`src/pcrr_pkg.sv`:
```
package pcrr_pkg;

  // Register byte offsets
  localparam logic [7:0] OFS_LINK_CAP  = 8'h0C;
  localparam logic [7:0] OFS_LINK_CTRL = 8'h10;
  localparam logic [7:0] OFS_STATUS    = 8'h14;
  localparam logic [7:0] OFS_AUX_CTRL  = 8'h18;

  // Field positions
  localparam int CAP_CPM_BIT     = 18;
  localparam int CAP_L1LAT_LO    = 15;
  localparam int CTRL_CPM_EN_BIT = 8;
  localparam int AUX_LTR_EN_BIT  = 0;
  localparam int AUX_WAKE_BIT    = 1;
  localparam int ST_DRIVE_BIT    = 0;
  localparam int ST_LINE_BIT     = 1;
  localparam int ST_REFCLK_BIT   = 2;
  localparam int ST_PERST_BIT    = 3;
  localparam int ST_SLOW_BIT     = 4;
  localparam int ST_UNSTABLE_BIT = 5;
  localparam int ST_WAKE_BIT     = 6;
  localparam int ST_WLINE_BIT    = 7;
  localparam int ST_LAT_LO       = 8;

  // Reset values
  localparam logic [15:0] LINK_CTRL_RST = 16'h0100;
  localparam logic [1:0]  AUX_CTRL_RST  = 2'h0;
  localparam logic [2:0]  L1_EXIT_LAT_RST = 3'h6;

  // Timing
  localparam int CLK_PERIOD_NS       = 20;
  localparam int REQ_TO_ACTIVE_NS    = 400;
  localparam int REQ_TO_ACTIVE_CYC   = REQ_TO_ACTIVE_NS / CLK_PERIOD_NS;
  localparam int RELEASE_TO_PARK_NS  = 0;
  localparam int REFCLK_GAP_NS       = 320;
  localparam int REFCLK_GAP_CYC      = REFCLK_GAP_NS / CLK_PERIOD_NS;
  localparam int CLK_STABLE_US       = 100;
  localparam int CLK_STABLE_CYC      = (CLK_STABLE_US * 1000 + CLK_PERIOD_NS - 1) / CLK_PERIOD_NS;

  // Clock request states
  typedef enum logic [1:0] {
    CR_RESET,
    CR_ACTIVE,
    CR_RELEASED
  } pcrr_state_e;

  // Link state from the protocol engine, same clock
  typedef struct packed {
    logic l1_idle_all;
    logic l23;
    logic l1_substate;
    logic rx_idle_break;
    logic tx_idle_break;
    logic tx_pending;
  } pcrr_link_s;

endpackage

```
`src/pcrr_top.sv`:
```
// How it works
// - With clock PM enabled and link in L1, release the clock request high.
// - After release, any park delay from zero upward is tolerated.
// - After requesting, tolerate the clock staying parked for a while.
// - Reported L1 exit latency includes clock request and restore time.
// - Release only after all attached links reached L1.Idle.
// - Assert clock request on receiver electrical idle exit.
// - Assert clock request together with transmitter idle exit.
// - Work correctly if the reference clock is never parked.
// - Also release the clock request in L2 or L3.
// - Advertise clock PM support in the link capability word.
// - Clock PM enabled by default at power-up and each warm reset.
// - Reset line warm-resets; functions initialise on release, reset while held.
// - Provide an open-drain wake request output when wake is supported.
// - With clock PM disabled keep request asserted except in L1 substates; the code also releases it in L2 or L3.
// - Hold the clock request asserted while platform reset is asserted.
// - Clock request treated as asynchronous to the reference clock.
//
// Local design decision: the Wishbone interface to the registers.
`timescale 1ns/1ps
`default_nettype none

module pcrr_top #(
  parameter int          STABLE_CYC    = pcrr_pkg::CLK_STABLE_CYC,
  parameter int          GAP_CYC       = pcrr_pkg::REFCLK_GAP_CYC,
  parameter logic [2:0]  L1_EXIT_LAT   = pcrr_pkg::L1_EXIT_LAT_RST,
  parameter bit          WAKE_SUPPORT  = 1'b1
) (
  input  wire logic               i_clk,
  input  wire logic               i_reset_n,
  // Wishbone classic slave
  input  wire logic               i_wb_cyc,
  input  wire logic               i_wb_stb,
  input  wire logic               i_wb_we,
  input  wire logic [7:0]         i_wb_adr,
  input  wire logic [3:0]         i_wb_sel,
  input  wire logic [31:0]        i_wb_dat,
  output logic      [31:0]        o_wb_dat,
  output logic                    o_wb_ack,
  // Link state from the protocol engine
  input  wire pcrr_pkg::pcrr_link_s i_link,
  input  wire logic               i_wake_event,
  // Pins
  input  wire logic               i_perst_n,
  input  wire logic               i_refclk,
  input  wire logic               i_clkreq_n_in,
  output logic                    o_clkreq_n_out,
  output logic                    o_clkreq_n_oe,
  input  wire logic               i_pcie_wake_request_n_in,
  output logic                    o_pcie_wake_request_n_out,
  output logic                    o_pcie_wake_request_n_oe,
  // Function reset towards the rest of the adapter
  output logic                    o_func_reset,
  output logic                    o_func_init
);

  pcrr_pkg::pcrr_state_e state_r;
  pcrr_pkg::pcrr_state_e state_nxt;

  logic [1:0]  perst_sync_r;
  logic [1:0]  clkreq_sync_r;
  logic [1:0]  refclk_sync_r;
  logic [1:0]  wline_sync_r;
  logic        refclk_prev_r;
  logic        perst_asserted;
  logic        refclk_edge;
  logic [15:0] link_ctrl_r;
  logic [1:0]  aux_ctrl_r;
  logic [7:0]  gap_cnt_r;
  logic        refclk_active_r;
  logic [15:0] stable_cnt_r;
  logic        stable_ok;
  logic [7:0]  lat_cnt_r;
  logic [7:0]  lat_last_r;
  logic        lat_run_r;
  logic        slow_flag_r;
  logic        unstable_flag_r;
  logic        wake_pend_r;
  logic        release_ok;
  logic        force_req;
  logic        wb_req;
  logic        wb_done;
  logic        wr_status;
  logic        wr_aux;
  logic [31:0] link_cap;
  logic [31:0] status_word;
  logic [31:0] rd_data;

  // Pin synchronisers; first stage is read only by the second
  // two-flop synchronise
  always_ff @(posedge i_clk or negedge i_reset_n) begin
    if (!i_reset_n) begin
      perst_sync_r  <= 2'h0;
      clkreq_sync_r <= 2'h0;
      refclk_sync_r <= 2'h0;
      wline_sync_r  <= 2'h0;
    end else begin
      perst_sync_r  <= {perst_sync_r[0], i_perst_n};
      clkreq_sync_r <= {clkreq_sync_r[0], i_clkreq_n_in};
      refclk_sync_r <= {refclk_sync_r[0], i_refclk};
      wline_sync_r  <= {wline_sync_r[0], i_pcie_wake_request_n_in};
    end
  end

  assign perst_asserted = ~perst_sync_r[1];

  // Reference clock sampled as data; an edge is any change of the synced level
  // refclk is never used as a clock here
  always_ff @(posedge i_clk or negedge i_reset_n) begin
    if (!i_reset_n) begin
      refclk_prev_r <= 1'b0;
    end else begin
      refclk_prev_r <= refclk_sync_r[1];
    end
  end

  assign refclk_edge = refclk_prev_r ^ refclk_sync_r[1];

  // Activity detector: clock counts as active while edges keep coming
  // works whether or not the clock ever parks
  always_ff @(posedge i_clk or negedge i_reset_n) begin
    if (!i_reset_n) begin
      gap_cnt_r       <= 8'h00;
      refclk_active_r <= 1'b0;
    end else if (refclk_edge) begin
      gap_cnt_r       <= 8'h00;
      refclk_active_r <= 1'b1;
    end else if (gap_cnt_r >= 8'(GAP_CYC)) begin
      refclk_active_r <= 1'b0;
    end else begin
      gap_cnt_r <= gap_cnt_r + 8'h01;
    end
  end

  // Cycles of continuous activity, saturating
  always_ff @(posedge i_clk or negedge i_reset_n) begin
    if (!i_reset_n) begin
      stable_cnt_r <= 16'h0000;
    end else if (!refclk_active_r) begin
      stable_cnt_r <= 16'h0000;
    end else if (!stable_ok) begin
      stable_cnt_r <= stable_cnt_r + 16'h0001;
    end
  end

  assign stable_ok = stable_cnt_r >= 16'(STABLE_CYC);

  // Immediate request terms bypass the state so exit is not delayed
  // receiver idle break
  assign force_req = i_link.rx_idle_break | i_link.tx_idle_break;

  // Release permission; the engine's pending work keeps the clock alive
  // all links in L1.Idle
  // clock PM enable gates the L1.Idle release
  assign release_ok = ~i_link.tx_pending & ~force_req &
                      ((link_ctrl_r[pcrr_pkg::CTRL_CPM_EN_BIT] & i_link.l1_idle_all) |
                       i_link.l23 | i_link.l1_substate);

  // Clock request state
  always_comb begin
    state_nxt = state_r;
    unique case (state_r)
      pcrr_pkg::CR_RESET: begin
        if (!perst_asserted) begin
          state_nxt = pcrr_pkg::CR_ACTIVE;
        end
      end
      pcrr_pkg::CR_ACTIVE: begin
        if (perst_asserted) begin
          state_nxt = pcrr_pkg::CR_RESET;
        end else if (release_ok) begin
          state_nxt = pcrr_pkg::CR_RELEASED;
        end
      end
      pcrr_pkg::CR_RELEASED: begin
        if (perst_asserted) begin
          state_nxt = pcrr_pkg::CR_RESET;
        end else if (!release_ok) begin
          state_nxt = pcrr_pkg::CR_ACTIVE;
        end
      end
      default: begin
        state_nxt = pcrr_pkg::CR_RESET;
      end
    endcase
  end

  // no wait on parking after release
  always_ff @(posedge i_clk or negedge i_reset_n) begin
    if (!i_reset_n) begin
      state_r <= pcrr_pkg::CR_RESET;
    end else begin
      state_r <= state_nxt;
    end
  end

  // Open drain drive: enable pulls the line low
  // held low in reset
  assign o_clkreq_n_out = 1'b0;
  assign o_clkreq_n_oe  = (state_r != pcrr_pkg::CR_RELEASED) | force_req;

  // Function reset and one-cycle init pulse on release
  // hardware reset while held, init on release
  always_ff @(posedge i_clk or negedge i_reset_n) begin
    if (!i_reset_n) begin
      o_func_reset <= 1'b1;
      o_func_init  <= 1'b0;
    end else begin
      o_func_reset <= perst_asserted;
      o_func_init  <= (state_r == pcrr_pkg::CR_RESET) && !perst_asserted;
    end
  end

  // Restore latency from request to clock activity; the limit only binds without LTR
  // 400 ns restore check
  always_ff @(posedge i_clk or negedge i_reset_n) begin
    if (!i_reset_n) begin
      lat_run_r  <= 1'b0;
      lat_cnt_r  <= 8'h00;
      lat_last_r <= 8'h00;
    end else if (state_r == pcrr_pkg::CR_RELEASED && state_nxt == pcrr_pkg::CR_ACTIVE) begin
      lat_run_r <= 1'b1;
      lat_cnt_r <= 8'h00;
    end else if (lat_run_r && refclk_active_r) begin
      lat_run_r  <= 1'b0;
      lat_last_r <= lat_cnt_r;
    end else if (lat_run_r && lat_cnt_r != 8'hFF) begin
      lat_cnt_r <= lat_cnt_r + 8'h01;
    end
  end

  // Sticky slow-restore flag; a new event wins over a software clear
  always_ff @(posedge i_clk or negedge i_reset_n) begin
    if (!i_reset_n) begin
      slow_flag_r <= 1'b0;
    end else if (lat_run_r && !refclk_active_r && lat_cnt_r == 8'(pcrr_pkg::REQ_TO_ACTIVE_CYC)
                 && !aux_ctrl_r[pcrr_pkg::AUX_LTR_EN_BIT]) begin
      slow_flag_r <= 1'b1;
    end else if (wr_status && i_wb_sel[0] && i_wb_dat[pcrr_pkg::ST_SLOW_BIT]) begin
      slow_flag_r <= 1'b0;
    end
  end

  // Reset released without a long enough stable clock
  // stable clock before release
  always_ff @(posedge i_clk or negedge i_reset_n) begin
    if (!i_reset_n) begin
      unstable_flag_r <= 1'b0;
    end else if (state_r == pcrr_pkg::CR_RESET && !perst_asserted && !stable_ok) begin
      unstable_flag_r <= 1'b1;
    end else if (wr_status && i_wb_sel[0] && i_wb_dat[pcrr_pkg::ST_UNSTABLE_BIT]) begin
      unstable_flag_r <= 1'b0;
    end
  end

  // Wake request held until software clears it; event wins over clear
  // open-drain wake output
  always_ff @(posedge i_clk or negedge i_reset_n) begin
    if (!i_reset_n) begin
      wake_pend_r <= 1'b0;
    end else if (WAKE_SUPPORT && i_wake_event) begin
      wake_pend_r <= 1'b1;
    end else if (wr_status && i_wb_sel[0] && i_wb_dat[pcrr_pkg::ST_WAKE_BIT]) begin
      wake_pend_r <= 1'b0;
    end
  end

  assign o_pcie_wake_request_n_out = 1'b0;
  assign o_pcie_wake_request_n_oe  = WAKE_SUPPORT &
                                     (wake_pend_r | aux_ctrl_r[pcrr_pkg::AUX_WAKE_BIT]);

  // Bus request decode; ack is registered so each access takes one wait
  // Writes land on the edge where the master sees ack high, so both agree on it
  assign wb_req    = i_wb_cyc & i_wb_stb & ~o_wb_ack;
  assign wb_done   = i_wb_cyc & i_wb_stb & o_wb_ack;
  assign wr_status = wb_done & i_wb_we & (i_wb_adr == pcrr_pkg::OFS_STATUS);
  assign wr_aux    = wb_done & i_wb_we & (i_wb_adr == pcrr_pkg::OFS_AUX_CTRL);

  // Link control; warm reset restores the enable default
  // enabled at power-up and warm reset
  always_ff @(posedge i_clk or negedge i_reset_n) begin
    if (!i_reset_n) begin
      link_ctrl_r <= pcrr_pkg::LINK_CTRL_RST;
    end else if (perst_asserted) begin
      link_ctrl_r <= pcrr_pkg::LINK_CTRL_RST;
    end else if (wb_done && i_wb_we && i_wb_adr == pcrr_pkg::OFS_LINK_CTRL) begin
      if (i_wb_sel[0]) begin
        link_ctrl_r[7:0] <= i_wb_dat[7:0];
      end
      if (i_wb_sel[1]) begin
        link_ctrl_r[15:8] <= i_wb_dat[15:8];
      end
    end
  end

  // Auxiliary control: LTR enable and software wake
  always_ff @(posedge i_clk or negedge i_reset_n) begin
    if (!i_reset_n) begin
      aux_ctrl_r <= pcrr_pkg::AUX_CTRL_RST;
    end else if (wr_aux && i_wb_sel[0]) begin
      aux_ctrl_r <= i_wb_dat[1:0];
    end
  end

  // Capability word; the latency code must already include clock restore time
  // clock PM supported
  always_comb begin
    link_cap = 32'h0000_0000;
    link_cap[pcrr_pkg::CAP_CPM_BIT] = 1'b1;
    link_cap[pcrr_pkg::CAP_L1LAT_LO +: 3] = L1_EXIT_LAT;
  end

  // Status word
  always_comb begin
    status_word = 32'h0000_0000;
    status_word[pcrr_pkg::ST_DRIVE_BIT]    = o_clkreq_n_oe;
    status_word[pcrr_pkg::ST_LINE_BIT]     = ~clkreq_sync_r[1];
    status_word[pcrr_pkg::ST_REFCLK_BIT]   = refclk_active_r;
    status_word[pcrr_pkg::ST_PERST_BIT]    = perst_asserted;
    status_word[pcrr_pkg::ST_SLOW_BIT]     = slow_flag_r;
    status_word[pcrr_pkg::ST_UNSTABLE_BIT] = unstable_flag_r;
    status_word[pcrr_pkg::ST_WAKE_BIT]     = wake_pend_r;
    status_word[pcrr_pkg::ST_WLINE_BIT]    = ~wline_sync_r[1];
    status_word[pcrr_pkg::ST_LAT_LO +: 8]  = lat_last_r;
  end

  // Read mux; unmapped addresses read zero and still ack
  always_comb begin
    unique case (i_wb_adr)
      pcrr_pkg::OFS_LINK_CAP:  rd_data = link_cap;
      pcrr_pkg::OFS_LINK_CTRL: rd_data = {16'h0000, link_ctrl_r};
      pcrr_pkg::OFS_STATUS:    rd_data = status_word;
      pcrr_pkg::OFS_AUX_CTRL:  rd_data = {30'h0000_0000, aux_ctrl_r};
      default:                 rd_data = 32'h0000_0000;
    endcase
  end

  // Ack and read data registered together
  always_ff @(posedge i_clk or negedge i_reset_n) begin
    if (!i_reset_n) begin
      o_wb_ack <= 1'b0;
      o_wb_dat <= 32'h0000_0000;
    end else begin
      o_wb_ack <= wb_req;
      if (wb_req && !i_wb_we) begin
        o_wb_dat <= rd_data;
      end
    end
  end

endmodule

`default_nettype wire

```
`config.mk`:
```
export PLATFORM = sky130hd
export DESIGN_NAME = pcrr_top
export DESIGN_NICKNAME = d
export VERILOG_FILES = /design/src/pcrr_pkg.sv /design/src/pcrr_top.sv
export SDC_FILE = /design/constraint.sdc
export NUM_CORES = 1
export LEC_CHECK = 0
export BUFFER_PORTS_ARGS = -buffer_cell sky130_fd_sc_hd__buf_2
export CORE_ASPECT_RATIO = 1.25
export CORE_MARGIN = 8
export CORE_UTILIZATION = 54
export DETAILED_ROUTE_END_ITERATION = 6
export GPL_TIMING_DRIVEN = 0
export PLACE_DENSITY_LB_ADDON = 0.08
export RECOVER_POWER = 25
export SLEW_MARGIN = 20
export SYNTH_ARGS = -nofsm -noshare
export SYNTH_HDL_FRONTEND = slang
export SYNTH_SLANG_ARGS = --single-unit
```
`constraint.sdc`:
```
create_clock -name i_clk -period 1.9 [get_ports i_clk]
set_input_delay 0.285 -clock i_clk [delete_from_list [all_inputs] [get_ports i_clk]]
set_output_delay 0.285 -clock i_clk [all_outputs]
set_load 0.02 [all_outputs]
```
# Word-level counts from Yosys, hierarchy flattened
# Index checks and enable logic that the tools add are counted.
# classes
magnitude_cmp	2
reduce_logical	31
add_sub_neg	3
n_bitwise	22
n_mul	0
div	0
n_mux	28
shifts	0
n_eq_ne	16
# op_table
op	count
19-bit one-hot mux with 4 select lines	1
16-bit two-way mux	4
8-bit two-way mux	7
8-bit by 5-bit equality test with 1-bit output (second input constant)	4
16-bit by 1-bit adder with 16-bit output (second input constant)	1
8-bit by 1-bit adder with 8-bit output (second input constant)	2
16-bit by 13-bit greater-or-equal comparator with 1-bit output (second input constant)	1
1-bit logical AND	16
2-bit != test (second input constant)	6
2-bit nonzero test	6
1-bit two-way mux	10
2-bit two-way mux	5
1-bit AND	9
8-bit by 4-bit equality test with 1-bit output (second input constant)	1
8-bit by 5-bit greater-or-equal comparator with 1-bit output (second input constant)	1
8-bit != test (second input constant)	1
2-bit AND reduction	4
1-bit inverter	7
2-bit one-hot mux with 3 select lines	1
1-bit bitwise OR	5
2-bit by 1-bit equality test with 1-bit output (second input constant)	2
1-bit zero test	4
2-bit equality test (second input constant)	1
2-bit zero test	1
other kinds (2)	2
# word_totals
word_cells	124
out_inout_bits	39
latchBits	0
input_bits	60
romBits	0
ramBits	0
register_bits	109
n_memories	0

# Depth between registers and ports, before layout
# Gate-level depths: netlist of run 1.
# depth
ltp_word	11
ltp_mapped	7
mapped_depth_nobuf	6

# Least setup slack after synthesis of run 1
# No wires, ideal clock.
# synth_timing
path_kind	flip-flop to flip-flop
from	register link_ctrl_r[8]
to	register lat_last_r[0]
stages_incl_launch_ff	6
setup_slack_ps	173
path_buffers	1
arrival_ps	1603
setup_ps	125
synth_period_minus_slack_ps	1727
required_ps	1775
cell_sequence	dfstp_2 -> a211oi_1 -> o41a_1 -> buf_2 -> nor2_4 -> mux2_2
# synth_via
elab_chain_len	11
elab_cells_between_ends	13
classes_between	1 x eq/ne; 5 x mux; 5 x bitwise; 2 x reduce/logical
# synth_lines
item	line_no	source
start, declared	pcrr_top.sv:67	logic [15:0] link_ctrl_r;
start signal, assigned	pcrr_top.sv:283	link_ctrl_r <= pcrr_pkg::LINK_CTRL_RST;
start signal, assigned	pcrr_top.sv:285	link_ctrl_r <= pcrr_pkg::LINK_CTRL_RST;
start signal, assigned	pcrr_top.sv:291	link_ctrl_r[15:8] <= i_wb_dat[15:8];
1-bit AND *	pcrr_top.sv:156	((link_ctrl_r[pcrr_pkg::CTRL_CPM_EN_BIT] & i_link.l1_idle_all) |
1-bit bitwise OR *	pcrr_top.sv:156	
1-bit bitwise OR *	pcrr_top.sv:157	i_link.l23 | i_link.l1_substate);
1-bit AND *	pcrr_top.sv:155	assign release_ok = ~i_link.tx_pending & ~force_req &
2-bit two-way mux, on equally long branches	pcrr_top.sv:178, pcrr_top.sv:171	
2-bit two-way mux, on equally long branches	pcrr_top.sv:176, pcrr_top.sv:169	
2-bit one-hot mux with 3 select lines *	pcrr_top.sv:162	unique case (state_r)
2-bit by 1-bit equality test with 1-bit output *	pcrr_top.sv:221	end else if (state_r == pcrr_pkg::CR_RELEASED && state_nxt == pcrr_pkg::CR_ACTIVE) begin
1-bit logical AND *	pcrr_top.sv:221	
1-bit inverter (no line) *	n/a	
2-bit AND reduction (no line) *	n/a	
end signal, assigned	pcrr_top.sv:226	lat_last_r <= lat_cnt_r;
end, declared	pcrr_top.sv:74	logic [7:0] lat_last_r;
# Every way passes the cells marked *; elsewhere a longest branch is shown, timed or not.
# A chain may end at the register's enable or synchronous reset.

# Worst setup path after layout of run 1
# Ends and elaborated chain as after synthesis.

==> metrics, run 1 <==
DRC Markers 0; HPWL after detailed placement 6990 um; met3 Usage GRT 3.41%; hold path endpoint refclk_sync_r[0]; Syn Std Cell Area 0.00435 mm^2; max-cap check violation count 0; Int Pwr 3.00 mW; final routed wirelength across all metal layers 9670 um; global route hottest layer met2; Unique masters post-synth 60; worst endpoint required time 2140 ps; highest net fanout along the worst path 8; wire length of the first global-routing pass 15600 um; dominant register cell in the synthesized netlist dfrtp_1; end of the worst register-to-register path lat_last_r[0]; Net Sw Frac 27.6%; Slew Viols, Final 0; Reg power frac 56.8%; Area Overhead vs Synth 18.6%; ratio of final minimum period to clock period 97.6%; flop and latch count out of synthesis 94; Iter 0 DRT Violations 124; data arrival time at the worst-slack endpoint 2100 ps; worst reg2reg setup slack 50 ps; sink count of the clock tree 94; clock input transition at the sequential cells of the worst setup and hold paths 80 ps; standard-cell rows 36; cell count after synthesis 406; Peak Freq 539 MHz; leakage dissipation 2.53 nW; Die X 96.3 um; antenna violations before repair 0; worst ir drop on vdd 0.000536 V; clock power share 30.6%; vias after detailed routing 3279; sum of negative setup slack 0 ps; Clock Path Buffers 2; GR Util met2 30.4%; number of buffers created by CTS 9; Seq/Total Area, Yosys 54.1%; kind of critical path reg2reg; height of the chip 116 um; Min-Delay Startpoint i_refclk; Hold Slack 34.0 ps; relative contribution of combinational cells to total power 12.6%; average vias per placed instance 5.44; pin count of the biggest net entering global routing 55; count of filler cells inserted in the layout 657; TritonCTS clock tree built; global placer's final weighted congestion 0.780; Nets 569; count of pins on the block boundary 99; Async SR Flop Fraction 100%; Yosys Warn Count 0; drt first pass iters 4; Setup crit end kind flop; number of synthesized flops with an enable pin 0; max-slew headroom at the worst pin 29.6%; die area 0.0112 mm^2; P_sw 1.14 mW; Crit. Startpoint link_ctrl_r[8]; Total GRT Usage 18.1%; outcome finished clean; commonest non-fill, non-tap cell in the layout dfrtp_1; number of global-route vias before repair 3246; overall power after layout 4.14 mW; Avg Cell Area, Syn 10.7 um^2; number of cells on the worst reg-to-reg path 6; setup violation total in the final timing report 0; global-route met1 utilization 22.0%; worst hold path type in2reg; Final Skew 5.66 ps; number of I/O port buffers 63; number of hold-slack violations in the final timing report 0; Clock Latency Late Sink 350 ps; origin of the critical flop-to-flop path link_ctrl_r[8]; Core Region 0.00779 mm^2; share of post-route cells with drive strength above 1 27.4%; initial core utilization 55.8%; root buffer cell clkbuf_8; crit path launch type flop; Antenna Nets Post-Route 0; transition time at the pin with the least slew margin 1060 ps; total congestion overflow after global routing 0; Final min period 1850 ps; Antenna Diode Count 0; number of H-tree branching levels 3; total placed cells including tap cells 579; PD cells 802 mW/mm^2; highest-count cells in the layout ignoring fill and taps dfrtp_1 (90), buf_2 (68), nand2_1 (36); non-filler cells, final 603; Worst Hold Path Cells 1; routed length per placed instance 16.0 um
worst max path at each step:
| stage | endpoint | slack [ps] |
|---|---|---|
| after floorplan | lat_last_r[0] | 170 |
| after global placement | gap_cnt_r[7] | -330 |
| after detailed placement | gap_cnt_r[2] | -70 |
| after CTS | lat_last_r[3] | -6 |
| after global routing | lat_last_r[0] | -10 |
| final | lat_last_r[0] | 50 |
power groups by stage:
stage	Clock (mW)	Combinational, mW	Sequential, mW
floorplan	0	0.345	2.34
global placement	0	0.481	2.38
detailed placement	0	0.514	2.38
CTS	1.30	0.520	2.34
global route	1.38	0.594	2.37
finish	1.27	0.523	2.35
layer usage:
| layer | vias up | part of all wire [%] |
|---|---|---|
| li1 | 1593 | - |
| met1 | 1596 | 43 |
| met2 | 75 | 49 |
| met3 | 15 | 5.7 |
| met4 | 0 | 1.9 |
| met5 | - | 0 |
critical path, stage by stage (launching register included):
cell and delay, ps:
dfstp_2 570, a211oi_4 70, o41a_1 380, buf_6 140
nor2_4 110, buf_12 140, mux2_2 330
synthesized netlist by cell type, drive strengths merged (2+ instances only):
master	instances	share of area, %
or2	2	0.29
buf	25	4.0
clkbuf	6	0.55
nand3b	2	0.43
a21o	3	0.52
and3	5	0.75
or3	8	1.3
or4	2	0.35
ha	6	1.7
and3b	2	0.40
clkinv	2	0.17
o211ai	2	0.46
nand2	36	3.1
o41ai	2	0.83
o31ai	3	0.52
a22oi	14	2.4
nor2	33	3.0
nand2b	2	0.29
o21ai	24	2.8
and4	3	0.60
and2	7	1.0
nor3	3	0.35
nor4	5	1.1
nand3	17	2.0
o2111ai	3	0.60
nor2b	2	0.29
dfstp	2	1.2
inv	17	1.5
mux2	10	2.6
dfrtp	92	53
nand4	6	1.0
mux2i	16	3.7
nor4b	3	0.75
xnor2	3	0.60
xor2	9	1.8
a21oi	18	2.1
per-stage QoR:
| stage | instance area (um^2) | utilization [%] | worst slack (ps) |
|---|---|---|---|
| after detailed placement | 4870 | 62.5 | -68.9 |
| after global routing | 5160 | 66.2 | -10.0 |
| after CTS | 5080 | 65.2 | -6.32 |
| after floorplan | 4400 | - | 173 |
| final | 5160 | 66.2 | 46.2 |
| after global placement | 4840 | 62.1 | -332 |
flip-flops by register name, indices dropped and copies added (netlist names), 8 cells and up:
name,count
lat_cnt_r,8
stable_cnt_r,16
lat_last_r,8
link_ctrl_r,16
o_wb_dat,17
gap_cnt_r,8
cells by family after synthesis:
logic type      synth area share, %
mux                            6.27
buf+inv                        6.18
simple gates                   17.4
fa+ha+maj                      1.73
xor+xnor                       2.42
other cells                  0.0862
compound gates                 11.8
flops                          54.1
timing repair:
action | 4_1_cts | 5_1_grt
hold buffers | 1 | 0
gates resized for setup | 4 | 6
setup endpoints to repair | 10 | 9
buffers inserted | 0 | 7
endpoints found under the hold margin | 39 | 0
pin swaps | 1 | 4
layout make-up:
cell class | instances | area, um^2 | area share, %
Multi-Input combinational cell | 276 | 1810 | 35.1
Clock inverter | 4 | 47.5 | 0.921
Sequential cell | 94 | 2360 | 45.7
Buffer | 31 | 204 | 3.95
Tap cell | 95 | 119 | 2.30
Inverter | 19 | 71.3 | 1.38
Timing Repair Buffer | 72 | 418 | 8.10
Clock buffer | 12 | 135 | 2.62
Power figures use the tool's default switching activity.
==> inputs of run 2 (changes only) <==
--- a/config.mk
+++ b/config.mk
@@ -5,11 +5,11 @@
 export SDC_FILE = /design/constraint.sdc
 export NUM_CORES = 1
 export LEC_CHECK = 0
-export BUFFER_PORTS_ARGS = -buffer_cell sky130_fd_sc_hd__buf_2
 export CORE_ASPECT_RATIO = 1.25
 export CORE_MARGIN = 8
-export CORE_UTILIZATION = 54
+export CORE_UTILIZATION = 55
 export DETAILED_ROUTE_END_ITERATION = 6
+export DONT_BUFFER_PORTS = 1
 export GPL_TIMING_DRIVEN = 0
 export PLACE_DENSITY_LB_ADDON = 0.08
 export RECOVER_POWER = 25
==> run 2 against run 1 <==
Net effect: the flow now finishes with violations (negative hold slack); count of clock-buffer cells in the layout rose by 1; power fell by 3.0%; global-route usage fell by 0.44 points; register-to-register slack hardly changed; critical path type unchanged.
==> metrics, run 2 (synthesis gave the netlist of run 1 again) <==
sink count of the clock tree 94; hold-fix buffer count after cts 5; Core Region 0.00775 mm^2; Clock Path Buffers 2; overall power after layout 4.01 mW; registers with the highest flip-flop counts o_wb_dat (17), link_ctrl_r (16), stable_cnt_r (16); total placed cells including tap cells 515; Iter 0 DRT Violations 166; kind of critical path reg2reg; leakage dissipation 2.23 nW; number of hold-slack violations in the final timing report 94; count of filler cells inserted in the layout 665; height of the chip 115 um; end of the worst register-to-register path lat_last_r[6]; max-slew headroom at the worst pin 57.0%; Total GRT Usage 17.6%; Hold Slack -394 ps; number of global-route vias before repair 2919; non-filler cells, final 538; data arrival time at the worst-slack endpoint 2090 ps; drt first pass iters 4; wire length of the first global-routing pass 15000 um; ratio of final minimum period to clock period 97.3%; Post-Route Utilization 62.1%; DRC Markers 0; Setup WS pre-CTS -76.2 ps; number of cells on the worst reg-to-reg path 6; PD cells 835 mW/mm^2; final routed wirelength across all metal layers 9320 um; number of H-tree branching levels 3; Nets 504; TritonCTS clock tree built; Peak Freq 541 MHz; highest-count cells in the layout ignoring fill and taps dfrtp_1 (92), nand2_1 (36), nor2_1 (32); Final min period 1850 ps; setup violation total in the final timing report 0; total area of multi-input combinational cells 0.00180 mm^2; Setup crit end kind flop; pin count of the biggest net entering global routing 95; die area 0.0110 mm^2; origin of the critical flop-to-flop path link_ctrl_r[8]; failing checks negative hold slack; crit path launch type flop; highest net fanout along the worst path 10; standard-cell rows 36; initial core utilization 56.2%; routed length per placed instance 17.3 um; commonest non-fill, non-tap cell in the layout dfrtp_1; global placer's final weighted congestion 0.794; number of buffers created by CTS 9; transition time at the pin with the least slew margin 640 ps; Antenna Diode Count 0; RSZ-0062 raised after global routing no; sequential cell area 0.00235 mm^2; sum of negative setup slack 0 ps; post-layout instance area 0.00481 mm^2; least setup slack across all paths after layout 51.3 ps; Clock Latency Late Sink 360 ps; Cell Area, Placed 0.00452 mm^2; antenna violations before repair 0; HPWL after detailed placement 6490 um; max-cap check violation count 0; worst reg2reg setup slack 50 ps; worst ir drop on vdd 0.000623 V; count of pins on the block boundary 99; clock input transition at the sequential cells of the worst setup and hold paths 90 ps; worst hold path type in2async; worst endpoint required time 2140 ps; Antenna Nets Post-Route 0; number of I/O port buffers 0; register containing the most flip-flops in the final layout o_wb_dat; average vias per placed instance 5.66; Die X 95.6 um; vias after detailed routing 3045; Final Skew 13.7 ps; Area Overhead vs Synth 10.6%; root buffer cell clkbuf_8; Slew Viols, Final 0; flip-flop count of the largest register after layout 17; share of post-route cells with drive strength above 1 16.0%; outcome complete, but fails checks; total congestion overflow after global routing 0
run 2: cell count changes in the layout (fill, tap and decap cells not counted), sizes merged:
| cell | before | now |
|---|---|---|
| buf | 95 | 27 |
| bufinv | 1 | 0 |
| dlygate4sd3 | 1 | 5 |
run 2: worst max path at each step:
| stage | startpoint | end | slack (ps) | depth (start not counted) |
|---|---|---|---|---|
| 5_1_grt | stable_cnt_r[10] | stable_cnt_r[2] | 4 | 5 |
| 2_1_floorplan | link_ctrl_r[8] | lat_last_r[0] | 170 | 5 |
| 3_5_place_dp | link_ctrl_r[8] | lat_last_r[6] | -80 | 5 |
| 6_report | link_ctrl_r[8] | lat_last_r[6] | 50 | 6 |
| 4_1_cts | gap_cnt_r[4] | gap_cnt_r[3] | 10 | 4 |
| 3_3_place_gp | link_ctrl_r[8] | lat_last_r[2] | -70 | 5 |
run 2: layer usage:
layer / vias to the layer above / track usage (%) / share of wire [%]
met1: 1500 / 22.5 / 43
met4: 0 / 5.24 / 1.1
met2: 78 / 28.3 / 48
met5: - / 0 / 0
met3: 9 / 4.99 / 7.5
li1: 1458 / - / -
run 2: repair_timing:
action,CTS,global route
hold endpoints to repair,99,94
setup buffers,1,1
setup endpoints to repair,9,11
pin swaps,1,0
resized for setup,2,2
run 2: critical path, cell delays in order, from the launching register on:
cell	delay [ps]
dfstp_2	550
a211oi_1	90
o41a_1	320
buf_4	190
nor2_4	110
buf_12	140
mux2_2	330
run 2: report_power, final:
part | leakage, nW | switching, mW | internal, mW | total (mW)
combinational | 0.917 | 0.218 | 0.194 | 0.411
sequential | 1.22 | 0.192 | 2.16 | 2.35
clock | 0.0954 | 0.674 | 0.580 | 1.25
run 2: final cells by class:
cell class / count / share of cell area [%]
buffer: 31 / 4.16
clock buffer: 13 / 3.51
clock inverter: 3 / 0.364
inverter: 19 / 1.48
multi-input combinational: 276 / 37.4
sequential: 94 / 49.0
tap: 95 / 2.47
timing repair buffer: 7 / 1.61
